`src/core/sfpes_params.svh`:
```
`ifndef SFPES_PARAMS_SVH
`define SFPES_PARAMS_SVH
// ----------------------------------------
// Opcodes
// ----------------------------------------
`define SFPES_OP_BUF1_WRITE 8'h84
`define SFPES_OP_BUF2_WRITE 8'h87
`define SFPES_OP_BUF1_PROG_ERASE 8'h83
`define SFPES_OP_BUF2_PROG_ERASE 8'h86
`define SFPES_OP_BUF1_PROG_NOERASE 8'h88
`define SFPES_OP_BUF2_PROG_NOERASE 8'h89
`define SFPES_OP_PAGE_ERASE 8'h81
`define SFPES_OP_BLOCK_ERASE 8'h50
`define SFPES_OP_BUF1_PROG_THRU 8'h82
`define SFPES_OP_BUF2_PROG_THRU 8'h85
`define SFPES_OP_BUF1_XFER 8'h53
`define SFPES_OP_BUF2_XFER 8'h55
`define SFPES_OP_BUF1_COMPARE 8'h60
`define SFPES_OP_BUF2_COMPARE 8'h61
`define SFPES_OP_BUF1_REWRITE 8'h58
`define SFPES_OP_BUF2_REWRITE 8'h59
`define SFPES_OP_STATUS 8'h57
// ----------------------------------------
// Status byte fields and header layout
// ----------------------------------------
`define SFPES_STAT_READY_BIT 7
`define SFPES_STAT_COMP_BIT 6
`define SFPES_HDR_BYTES 4
`define SFPES_BLOCK_SHIFT 3
// ----------------------------------------
// Timing
// ----------------------------------------
`define SFPES_CLK_NS 10
`define SFPES_SCK_HALF_NS 40
`define SFPES_SCK_HALF_CYCLES ((`SFPES_SCK_HALF_NS + `SFPES_CLK_NS - 1) / `SFPES_CLK_NS)
`define SFPES_CS_HIGH_NS 250
`define SFPES_CS_HIGH_CYCLES ((`SFPES_CS_HIGH_NS + `SFPES_CLK_NS - 1) / `SFPES_CLK_NS)
// ----------------------------------------
// Wear levelling of sectors
// ----------------------------------------
`define SFPES_REWRITE_LIMIT 10000
`define SFPES_MAX_SECTOR_PAGES 512
`define SFPES_REWRITE_INTERVAL (`SFPES_REWRITE_LIMIT / `SFPES_MAX_SECTOR_PAGES - 1)
`define SFPES_SECTOR_COUNT 4
`endif

```
`src/core/sfpes_pkg.sv`:
```
package sfpes_pkg;
  // Commands the host can issue
  typedef enum logic [3:0] {
    cmd_buf_write = 4'h0,
    cmd_prog_erase = 4'h1,
    cmd_prog_noerase = 4'h2,
    cmd_page_erase = 4'h3,
    cmd_block_erase = 4'h4,
    cmd_prog_thru_buf = 4'h5,
    cmd_xfer = 4'h6,
    cmd_compare = 4'h7,
    cmd_rewrite = 4'h8
  } sfpes_cmd_t;
  // Sequencer states
  typedef enum logic [6:0] {
    st_idle = 7'h01,
    st_poll_cmd = 7'h02,
    st_poll_rd = 7'h04,
    st_hdr = 7'h08,
    st_data = 7'h10,
    st_gap = 7'h20,
    st_fin = 7'h40
  } sfpes_state_t;
endpackage

```
`src/core/sfpes_shifter.sv`:
```
`timescale 1ns/10ps
`default_nettype none
`include "sfpes_params.svh"
module sfpes_shifter #(
  parameter int SCK_HALF = `SFPES_SCK_HALF_CYCLES
) (
  // Clock and reset
  input wire logic sys_clk,
  input wire logic reset,
  // Byte request
  input wire logic start,
  input wire logic [7:0] tx_byte,
  output logic done,
  output logic [7:0] rx_byte,
  // Serial pins
  output logic sck,
  output logic si,
  input wire logic so
);
  logic active_reg;
  logic [7:0] half_cnt_reg;
  logic [2:0] bit_cnt_reg;
  logic [7:0] tx_reg;
  logic [7:0] rx_reg;
  logic sck_reg;
  logic si_reg;
  logic done_reg;
  logic so_meta_reg;
  logic so_sync_reg;
  logic half_tick;

  // Two-stage synchroniser for the serial output pin
  always_ff @(posedge sys_clk)
  begin
    so_meta_reg <= so;
    so_sync_reg <= so_meta_reg;
  end

  assign half_tick = active_reg && (half_cnt_reg == 8'(SCK_HALF - 1));

  // Half-period divider of the serial clock
  always_ff @(posedge sys_clk)
  begin
    if (reset || !active_reg || half_tick)
      half_cnt_reg <= 8'h00;
    else
      half_cnt_reg <= half_cnt_reg + 8'h01;
  end

  // Mode 0 bit engine: MSB first, SI set while SCK low, SO taken at SCK fall
  always_ff @(posedge sys_clk)
  begin
    if (reset)
    begin
      active_reg <= 1'b0;
      bit_cnt_reg <= 3'h0;
      tx_reg <= 8'h00;
      rx_reg <= 8'h00;
      sck_reg <= 1'b0;
      si_reg <= 1'b0;
      done_reg <= 1'b0;
    end
    else
    begin
      done_reg <= 1'b0;
      if (start && !active_reg)
      begin
        active_reg <= 1'b1;
        tx_reg <= tx_byte;
        si_reg <= tx_byte[7];
        bit_cnt_reg <= 3'h0;
        sck_reg <= 1'b0;
      end
      else if (half_tick)
      begin
        if (!sck_reg)
          sck_reg <= 1'b1;
        else
        begin
          sck_reg <= 1'b0;
          rx_reg <= {rx_reg[6:0], so_sync_reg};
          if (bit_cnt_reg == 3'h7)
          begin
            active_reg <= 1'b0;
            done_reg <= 1'b1;
          end
          else
          begin
            bit_cnt_reg <= bit_cnt_reg + 3'h1;
            si_reg <= tx_reg[6];
            tx_reg <= {tx_reg[6:0], 1'b0};
          end
        end
      end
    end
  end

  assign done = done_reg;
  assign rx_byte = rx_reg;
  assign sck = sck_reg;
  assign si = si_reg;
endmodule // sfpes_shifter
`default_nettype wire

```
`src/core/sfpes_wear.sv`:
```
`timescale 1ns/10ps
`default_nettype none
`include "sfpes_params.svh"
module sfpes_wear #(
  parameter int INTERVAL = `SFPES_REWRITE_INTERVAL
) (
  // Clock and reset
  input wire logic sys_clk,
  input wire logic reset,
  // Completed array write operations
  input wire logic op_done,
  input wire logic [9:0] op_page,
  // Refresh request
  input wire logic taken,
  output logic due,
  output logic [9:0] due_page
);
  localparam int NS = `SFPES_SECTOR_COUNT;
  logic [15:0] cnt_reg [NS];
  logic [9:0] ptr_reg [NS];
  logic [NS-1:0] due_vec;
  logic [1:0] sel;

  // Sector of a page
  function automatic logic [1:0] sector_of(input logic [9:0] p);
    if (p < 10'h008)
      return 2'h0;
    else if (p < 10'h100)
      return 2'h1;
    else if (p < 10'h200)
      return 2'h2;
    else
      return 2'h3;
  endfunction

  // First page and last page offset of a sector
  function automatic logic [9:0] sector_base(input logic [1:0] s);
    case (s)
      2'h0: return 10'h000;
      2'h1: return 10'h008;
      2'h2: return 10'h100;
      default: return 10'h200;
    endcase
  endfunction

  function automatic logic [9:0] sector_last(input logic [1:0] s);
    case (s)
      2'h0: return 10'h007;
      2'h1: return 10'h0f7;
      2'h2: return 10'h0ff;
      default: return 10'h1ff;
    endcase
  endfunction

  // Per-sector operation counter and round-robin refresh pointer
  for (genvar g = 0; g < NS; g++)
  begin : g_sector
    logic hit;
    logic take;
    assign hit = op_done && (sector_of(op_page) == 2'(g));
    assign take = taken && (sel == 2'(g));
    always_ff @(posedge sys_clk)
    begin
      if (reset)
      begin
        cnt_reg[g] <= 16'h0000;
        ptr_reg[g] <= 10'h000;
      end
      else
      begin
        if (take)
        begin
          cnt_reg[g] <= {15'h0000, hit};
          if (ptr_reg[g] == sector_last(2'(g)))
            ptr_reg[g] <= 10'h000;
          else
            ptr_reg[g] <= ptr_reg[g] + 10'h001;
        end
        else if (hit && (cnt_reg[g] != 16'hffff))
          cnt_reg[g] <= cnt_reg[g] + 16'h0001;
      end
    end
    assign due_vec[g] = cnt_reg[g] >= 16'(INTERVAL);
  end

  // Lowest-numbered sector that needs a refresh
  always_comb
  begin
    sel = 2'h0;
    for (int i = NS - 1; i >= 0; i--)
      if (due_vec[i])
        sel = 2'(i);
  end

  assign due = |due_vec;
  assign due_page = sector_base(sel) + ptr_reg[sel];
endmodule // sfpes_wear
`default_nettype wire

```
`src/core/sfpes_host.sv`:
```
`timescale 1ns/10ps
`default_nettype none
`include "sfpes_params.svh"
module sfpes_host #(
  parameter int SCK_HALF = `SFPES_SCK_HALF_CYCLES,
  parameter int CS_HIGH = `SFPES_CS_HIGH_CYCLES,
  parameter int REWRITE_INTERVAL = `SFPES_REWRITE_INTERVAL
) (
  // Clock and reset
  input wire logic sys_clk,
  input wire logic reset,
  // Command request
  input wire logic cmd_valid,
  output logic cmd_ready,
  input wire sfpes_pkg::sfpes_cmd_t cmd_op,
  input wire logic cmd_buffer_two,
  input wire logic [9:0] cmd_page_number,
  input wire logic [8:0] cmd_buffer_byte_index,
  // Buffer load data stream
  input wire logic wr_valid,
  output logic wr_ready,
  input wire logic [7:0] wr_data,
  input wire logic wr_last,
  // Status
  output logic busy,
  output logic done,
  output logic compare_mismatch,
  output logic [7:0] status_byte,
  output logic rewrite_active,
  // Flash pins
  output logic flash_cs_n,
  output logic flash_sck,
  output logic flash_si,
  input wire logic flash_so
);
  // ----------------------------------------
  // Declarations
  // ----------------------------------------
  sfpes_pkg::sfpes_state_t state_reg;
  sfpes_pkg::sfpes_state_t gap_next_reg;
  sfpes_pkg::sfpes_cmd_t op_reg;
  logic buf2_reg;
  logic [9:0] page_reg;
  logic [8:0] bfa_reg;
  logic post_reg;
  logic [1:0] byte_idx_reg;
  logic in_flight_reg;
  logic last_reg;
  logic [7:0] gap_cnt_reg;
  logic cs_n_reg;
  logic done_reg;
  logic mismatch_reg;
  logic [7:0] status_reg;
  logic rewrite_reg;
  logic sh_start;
  logic [7:0] sh_tx;
  logic sh_done;
  logic [7:0] sh_rx;
  logic wear_due;
  logic [9:0] wear_page;
  logic wear_taken;
  logic wear_op_done;
  logic [31:0] hdr;

  // ----------------------------------------
  // Command decoding
  // ----------------------------------------

  // Commands that occupy the main array
  function automatic logic uses_array(input sfpes_pkg::sfpes_cmd_t op);
    return op != sfpes_pkg::cmd_buf_write;
  endfunction

  // Commands that erase or program the array
  function automatic logic writes_array(input sfpes_pkg::sfpes_cmd_t op);
    return !(op inside {sfpes_pkg::cmd_buf_write, sfpes_pkg::cmd_xfer,
                        sfpes_pkg::cmd_compare});
  endfunction

  // Commands followed by buffer data bytes
  function automatic logic has_data(input sfpes_pkg::sfpes_cmd_t op);
    return op inside {sfpes_pkg::cmd_buf_write, sfpes_pkg::cmd_prog_thru_buf};
  endfunction

  // Opcode and 24-bit address of a command
  function automatic logic [31:0] hdr_word(input sfpes_pkg::sfpes_cmd_t op,
                                           input logic b2,
                                           input logic [9:0] pg,
                                           input logic [8:0] bfa);
    logic [7:0] opc;
    logic [23:0] adr;
    opc = 8'h00;
    adr = {5'h00, pg, 9'h000};
    case (op)
      sfpes_pkg::cmd_buf_write:
      begin
        opc = b2 ? `SFPES_OP_BUF2_WRITE : `SFPES_OP_BUF1_WRITE;
        adr = {15'h0000, bfa};
      end
      sfpes_pkg::cmd_prog_erase:
        opc = b2 ? `SFPES_OP_BUF2_PROG_ERASE : `SFPES_OP_BUF1_PROG_ERASE;
      sfpes_pkg::cmd_prog_noerase:
        opc = b2 ? `SFPES_OP_BUF2_PROG_NOERASE : `SFPES_OP_BUF1_PROG_NOERASE;
      sfpes_pkg::cmd_page_erase:
        opc = `SFPES_OP_PAGE_ERASE;
      sfpes_pkg::cmd_block_erase:
      begin
        opc = `SFPES_OP_BLOCK_ERASE;
        adr = {5'h00, pg[9:`SFPES_BLOCK_SHIFT], 12'h000};
      end
      sfpes_pkg::cmd_prog_thru_buf:
      begin
        opc = b2 ? `SFPES_OP_BUF2_PROG_THRU : `SFPES_OP_BUF1_PROG_THRU;
        adr = {5'h00, pg, bfa};
      end
      sfpes_pkg::cmd_xfer:
        opc = b2 ? `SFPES_OP_BUF2_XFER : `SFPES_OP_BUF1_XFER;
      sfpes_pkg::cmd_compare:
        opc = b2 ? `SFPES_OP_BUF2_COMPARE : `SFPES_OP_BUF1_COMPARE;
      default:
        opc = b2 ? `SFPES_OP_BUF2_REWRITE : `SFPES_OP_BUF1_REWRITE;
    endcase
    return {opc, adr};
  endfunction

  assign hdr = hdr_word(op_reg, buf2_reg, page_reg, bfa_reg);

  // ----------------------------------------
  // Byte requests to the serial engine
  // ----------------------------------------

  // Start the next byte of the current phase
  always_comb
  begin
    sh_start = 1'b0;
    sh_tx = 8'h00;
    case (state_reg)
      sfpes_pkg::st_poll_cmd:
      begin
        sh_start = !in_flight_reg;
        sh_tx = `SFPES_OP_STATUS;
      end
      sfpes_pkg::st_poll_rd:
        sh_start = !in_flight_reg;
      sfpes_pkg::st_hdr:
      begin
        sh_start = !in_flight_reg;
        sh_tx = hdr[8 * (3 - byte_idx_reg) +: 8];
      end
      sfpes_pkg::st_data:
      begin
        sh_start = !in_flight_reg && wr_valid;
        sh_tx = wr_data;
      end
      default:
        sh_start = 1'b0;
    endcase
  end

  assign wr_ready = (state_reg == sfpes_pkg::st_data) && !in_flight_reg;
  assign cmd_ready = (state_reg == sfpes_pkg::st_idle) && !wear_due;
  assign wear_taken = (state_reg == sfpes_pkg::st_idle) && wear_due;
  assign wear_op_done = (state_reg == sfpes_pkg::st_fin) && writes_array(op_reg);

  // ----------------------------------------
  // Sequencer
  // ----------------------------------------

  // Command, poll and chip select phases
  always_ff @(posedge sys_clk)
  begin
    if (reset)
    begin
      state_reg <= sfpes_pkg::st_idle;
      gap_next_reg <= sfpes_pkg::st_idle;
      op_reg <= sfpes_pkg::cmd_buf_write;
      buf2_reg <= 1'b0;
      page_reg <= 10'h000;
      bfa_reg <= 9'h000;
      post_reg <= 1'b0;
      byte_idx_reg <= 2'h0;
      gap_cnt_reg <= 8'h00;
    end
    else
    begin
      case (state_reg)
        sfpes_pkg::st_idle:
        begin
          byte_idx_reg <= 2'h0;
          post_reg <= 1'b0;
          if (wear_due)
          begin
            op_reg <= sfpes_pkg::cmd_rewrite;
            buf2_reg <= 1'b0;
            page_reg <= wear_page;
            state_reg <= sfpes_pkg::st_poll_cmd;
          end
          else if (cmd_valid)
          begin
            op_reg <= cmd_op;
            buf2_reg <= cmd_buffer_two;
            page_reg <= cmd_page_number;
            bfa_reg <= cmd_buffer_byte_index;
            if (uses_array(cmd_op))
              state_reg <= sfpes_pkg::st_poll_cmd;
            else
              state_reg <= sfpes_pkg::st_hdr;
          end
        end
        sfpes_pkg::st_poll_cmd:
          if (sh_done)
            state_reg <= sfpes_pkg::st_poll_rd;
        sfpes_pkg::st_poll_rd:
          if (sh_done && sh_rx[`SFPES_STAT_READY_BIT])
          begin
            state_reg <= sfpes_pkg::st_gap;
            gap_next_reg <= post_reg ? sfpes_pkg::st_fin : sfpes_pkg::st_hdr;
          end
        sfpes_pkg::st_hdr:
          if (sh_done)
          begin
            byte_idx_reg <= byte_idx_reg + 2'h1;
            if (byte_idx_reg == 2'(`SFPES_HDR_BYTES - 1))
            begin
              if (has_data(op_reg))
                state_reg <= sfpes_pkg::st_data;
              else
              begin
                state_reg <= sfpes_pkg::st_gap;
                gap_next_reg <= sfpes_pkg::st_poll_cmd;
                post_reg <= 1'b1;
              end
            end
          end
        sfpes_pkg::st_data:
          if (sh_done && last_reg)
          begin
            state_reg <= sfpes_pkg::st_gap;
            gap_next_reg <= uses_array(op_reg) ? sfpes_pkg::st_poll_cmd
                                               : sfpes_pkg::st_fin;
            post_reg <= uses_array(op_reg);
          end
        sfpes_pkg::st_gap:
        begin
          gap_cnt_reg <= gap_cnt_reg + 8'h01;
          if (gap_cnt_reg == 8'(CS_HIGH - 1))
          begin
            gap_cnt_reg <= 8'h00;
            state_reg <= gap_next_reg;
          end
        end
        default:
          state_reg <= sfpes_pkg::st_idle;
      endcase
    end
  end

  // Byte in flight and last-data marker
  always_ff @(posedge sys_clk)
  begin
    if (reset)
    begin
      in_flight_reg <= 1'b0;
      last_reg <= 1'b0;
    end
    else
    begin
      if (sh_start)
        in_flight_reg <= 1'b1;
      else if (sh_done)
        in_flight_reg <= 1'b0;
      if (sh_start && (state_reg == sfpes_pkg::st_data))
        last_reg <= wr_last;
    end
  end

  // Chip select stays low from first to last bit of a frame
  always_ff @(posedge sys_clk)
  begin
    if (reset)
      cs_n_reg <= 1'b1;
    else
      cs_n_reg <= state_reg inside {sfpes_pkg::st_idle, sfpes_pkg::st_gap,
                                    sfpes_pkg::st_fin};
  end

  // Status capture, compare outcome and completion pulse
  always_ff @(posedge sys_clk)
  begin
    if (reset)
    begin
      status_reg <= 8'h00;
      mismatch_reg <= 1'b0;
      done_reg <= 1'b0;
      rewrite_reg <= 1'b0;
    end
    else
    begin
      done_reg <= state_reg == sfpes_pkg::st_fin;
      if (sh_done && (state_reg == sfpes_pkg::st_poll_rd))
        status_reg <= sh_rx;
      if ((state_reg == sfpes_pkg::st_fin) && (op_reg == sfpes_pkg::cmd_compare))
        mismatch_reg <= status_reg[`SFPES_STAT_COMP_BIT];
      if (wear_taken)
        rewrite_reg <= 1'b1;
      else if (state_reg == sfpes_pkg::st_fin)
        rewrite_reg <= 1'b0;
    end
  end

  // ----------------------------------------
  // Submodules
  // ----------------------------------------

  // Serial bit engine
  sfpes_shifter #(
    .SCK_HALF(SCK_HALF)
  ) u_shifter (
    .sys_clk(sys_clk),
    .reset(reset),
    .start(sh_start),
    .tx_byte(sh_tx),
    .done(sh_done),
    .rx_byte(sh_rx),
    .sck(flash_sck),
    .si(flash_si),
    .so(flash_so)
  );

  // Sector refresh scheduler
  sfpes_wear #(
    .INTERVAL(REWRITE_INTERVAL)
  ) u_wear (
    .sys_clk(sys_clk),
    .reset(reset),
    .op_done(wear_op_done),
    .op_page(page_reg),
    .taken(wear_taken),
    .due(wear_due),
    .due_page(wear_page)
  );

  assign busy = state_reg != sfpes_pkg::st_idle;
  assign done = done_reg;
  assign compare_mismatch = mismatch_reg;
  assign status_byte = status_reg;
  assign rewrite_active = rewrite_reg;
  assign flash_cs_n = cs_n_reg;
endmodule // sfpes_host
`default_nettype wire

```
`config.mk`:
```
export PLATFORM = sky130hd
export DESIGN_NAME = sfpes_host
export DESIGN_NICKNAME = d
export VERILOG_FILES = /design/src/core/sfpes_pkg.sv /design/src/core/sfpes_shifter.sv /design/src/core/sfpes_wear.sv /design/src/core/sfpes_host.sv
export VERILOG_INCLUDE_DIRS = /design/src /design/src/core
export SDC_FILE = /design/constraint.sdc
export NUM_CORES = 1
export LEC_CHECK = 0
export BUFFER_PORTS_ARGS = -buffer_cell sky130_fd_sc_hd__clkbuf_2
export CORE_MARGIN = 10
export CORE_UTILIZATION = 62
export DETAILED_ROUTE_END_ITERATION = 16
export PLACE_DENSITY_LB_ADDON = 0.12
export SYNTH_ARGS = -nofsm -noshare
export SYNTH_HDL_FRONTEND = slang
export SYNTH_HIERARCHICAL = 1
export SYNTH_SLANG_ARGS = --single-unit
```
`constraint.sdc`:
```
create_clock -name sys_clk -period 4.69 [get_ports sys_clk]
set_input_delay 0.2345 -clock sys_clk [delete_from_list [all_inputs] [get_ports sys_clk]]
set_output_delay 0.2345 -clock sys_clk [all_outputs]
set_load 0.005 [all_outputs]
```
==> results.py <==
metrics = {
    "run_status": {
        "status": "finished, final reports clean",
    },
    "logic_synthesis": {
        "synth_top_area_share_pct": 29.5,
        "yosys-top-cells-area": "edfxtp_1 (29%), dfxtp_1 (17%), nor2_1 (7.0%), xor2_1 (4.6%), mux2i_1 (4.5%)",
        "synth_area_sq_um": 10600,
        "synthArstFlopShare_pct": 0,
        "yosysUniqueCellTypes": 92,
        "synth_common_cells": "nor2_1 (199), edfxtp_1 (104), dfxtp_1 (92)",
        "ys.flop_type": "edfxtp_1",
        "yosys.area.top_type": "edfxtp_1",
        "synth_seq_cells": 196,
        "ys_seq_area_share_pct": 46.8,
        "synthesis.nets": 1148,
        "synth-edff-count": 104,
        "yosysWarnings": 6,
        "synth.most_common_cell": "nor2_1",
        "synth_area_per_cell_sq_um": 9.74,
        "synthesis.instances": 1089,
    },
    "worst_setup_path": {
        "cp_max_fo": 16,
        "cp.arrival_ns": 4.02,
        "rr_startpoint": "u_wear/cnt_reg[2][1]$_SDFFCE_PN0P_",
        "r2r_cells": 8,
        "reg2reg_setup_slack_ns": 0.74,
        "required_ns": 4.76,
        "worst_setup_path_start_kind": "register",
        "cp-end-kind": "register",
        "crit_start": "u_wear/cnt_reg[2][1]$_SDFFCE_PN0P_",
        "r2r-end": "u_wear/cnt_reg[3][1]$_SDFFCE_PN0P_",
        "path_class": "reg -> reg",
    },
    "clock_tree": {
        "postCtsSetupBuffers": 0,
        "clock-root-buffer": "clkbuf_16",
        "clockBufferDepth": 2,
        "path_clk_slew_ns": 0.07,
        "clock_latency_ns": 0.44,
        "cts.sinks": 196,
        "numCtsBuffers": 17,
        "cts-hold-fix-buffers": 1,
        "cts-htree-levels": 4,
        "cts_tree": "built",
        "cts-resized-gates": 0,
    },
    "floorplan": {
        "core_area_sq_um": 16700,
        "die_area_sq_um": 22700,
        "die_w_microns": 151,
        "row_count": 47,
        "ios": 55,
        "chipHeight_microns": 151,
        "start_util_pct": 63.5,
    },
    "sta": {
        "period_minus_slack_ns": 3.95,
        "period_share_pct": 84.1,
        "drv_slew": 0,
        "max_slew_margin_pct": 14.5,
        "rsz0062_at_grt": "no",
        "skew_ns": 0.00759,
        "hold_viol": 0,
        "max_freq_ghz": 0.253,
        "setup-tns-final_ns": 0,
        "worst_pin_slew_ns": 1.26,
        "timing.hold.ws_ns": 0.0300,
        "setup_viol": 0,
    },
    "place": {
        "port_buffers": 54,
        "dp_hpwl_microns": 16900,
        "dpl_cell_area_sq_um": 11000,
        "gp_congestion": 0.899,
    },
    "cells_and_area": {
        "largest_reg_flops": 64,
        "final_core_util_pct": 69.3,
        "nets": 1186,
        "num-fill-cells": 1318,
        "diodes": 0,
        "design_area_sq_um": 11600,
        "drive_above_1_share_pct": 12.0,
        "area_growth_pct": 9.20,
    },
    "grt": {
        "overflow": 0,
        "grt_pass1_vias": 7601,
        "grt_usage_pct": 20.7,
        "antenna_found_initial": 0,
        "grt_pass1_wl_microns": 37900,
        "grt_max_degree": 76,
    },
    "worst_hold_path": {
        "holdPathEnd": "bfa_reg[8]$_SDFFE_PP0P_",
        "hold_start": "cmd_buffer_byte_index[8]",
        "min_path_cells": 3,
        "hp-class": "in -> reg",
    },
    "routing": {
        "wirelength_microns": 23600,
        "post_drt_wl_per_cell_microns": 17.3,
        "antenna_left": 0,
        "route.detailed.drc": 0,
        "vias_per_cell": 5.96,
        "vias": 8101,
        "firstDrtPassIters": 6,
        "drtIter0Drc": 711,
    },
    "job": {
        "cap_violations": 0,
    },
    "power_and_ir_drop": {
        "total_power_mw": 4.87,
        "ir_worst_vdd_mv": 0.317,
        "leakage_nw": 4.43,
        "p_per_area_nw_per_um2": 420,
    },
}
## per-stage QoR
step / worst slack [ns] / instances
2_1_floorplan: 0.718 / 1089
4_1_cts: 0.764 / 1360
3_3_place_gp: 0.887 / 1327
3_5_place_dp: 0.773 / 1327
5_1_grt: 0.504 / 1360
6_report: 0.744 / 1360
## layout by cell type (no fill, tap or decap), types with 5 or more instances in the layout
cell       instances
mux2i_1           48
xor2_1            56
o21ai_0           14
edfxtp_1         104
nand4_1           16
nand2b_1           7
a222oi_1           6
a211oi_1          24
nor2b_1            6
clkbuf_16         19
xnor2_1           50
buf_4              6
nand3_1           60
or2_2              5
or4_1              7
nor3_1            24
nor4_1            11
and2_1             7
nand2_1           76
a31oi_1            6
clkbuf_2          53
a21oi_1           27
inv_1             29
ha_1              21
inv_6              5
nor2_1           199
nor2_2            10
a22oi_1            7
dfxtp_1           92
and4_1             7
and3_1            25
## area by class of cell
| type | count | area, sq um | area share, % |
|---|---|---|---|
| Multi-Input combinational cell | 820 | 5290 | 45.7 |
| Sequential cell | 196 | 4960 | 42.9 |
| Clock buffer | 19 | 475 | 4.11 |
| Timing Repair Buffer | 61 | 325 | 2.81 |
| Tap cell | 220 | 275 | 2.38 |
| Clock inverter | 13 | 130 | 1.12 |
| Inverter | 31 | 116 | 1.00 |
## per-layer routing
| layer | wire, microns | up-vias | track usage, % |
|---|---|---|---|
| li1 | - | 4013 | - |
| met1 | 10400 | 3834 | 26.9 |
| met2 | 11300 | 219 | 33.4 |
| met3 | 1460 | 35 | 5.07 |
| met4 | 444 | 0 | 6.30 |
| met5 | 0 | - | 0 |
## critical path, stage by stage, from the launching register on
cell	delay, ns
edfxtp_1	0.49
ha_1	0.23
o41a_1	0.41
or2_2	0.37
or4_1	0.49
and2_1	0.28
a21oi_1	0.28
nand4_2	0.37
nand2_1	0.65
## how the worst max path moves through the flow
stage          slack, ns                             endpoint  cells after the start
6_report            0.74   u_wear/cnt_reg[3][1]$_SDFFCE_PN0P_                      8
5_1_grt             0.50  u_wear/cnt_reg[3][15]$_SDFFCE_PN0P_                      9
4_1_cts             0.76   u_wear/cnt_reg[3][8]$_SDFFCE_PN0P_                      8
3_5_place_dp        0.77   u_wear/cnt_reg[3][8]$_SDFFCE_PN0P_                      8
3_3_place_gp        0.89   u_wear/cnt_reg[3][7]$_SDFFCE_PN0P_                      9
2_1_floorplan       0.72       u_wear/cnt_reg[3][0]$_DFFE_PP_                     11
## power by group
part / switching, mW / leakage, nW / internal (mW)
sequential: 0.251 / 1.84 / 2.07
clock: 0.676 / 0.293 / 0.811
combinational: 0.651 / 2.30 / 0.411
## logic make-up after synthesis
group	Yosys count	synth area share (%)
DFF	196	46.8
AOI/OAI and AO/OA	139	9.79
adders and majority gates	21	2.48
xor gates and xnor gates	106	8.76
muxes	49	4.64
buffers and inverters	73	3.27
and+or+nand+nor	505	24.2
No activity file was read; power rests on OpenSTA's default activity.
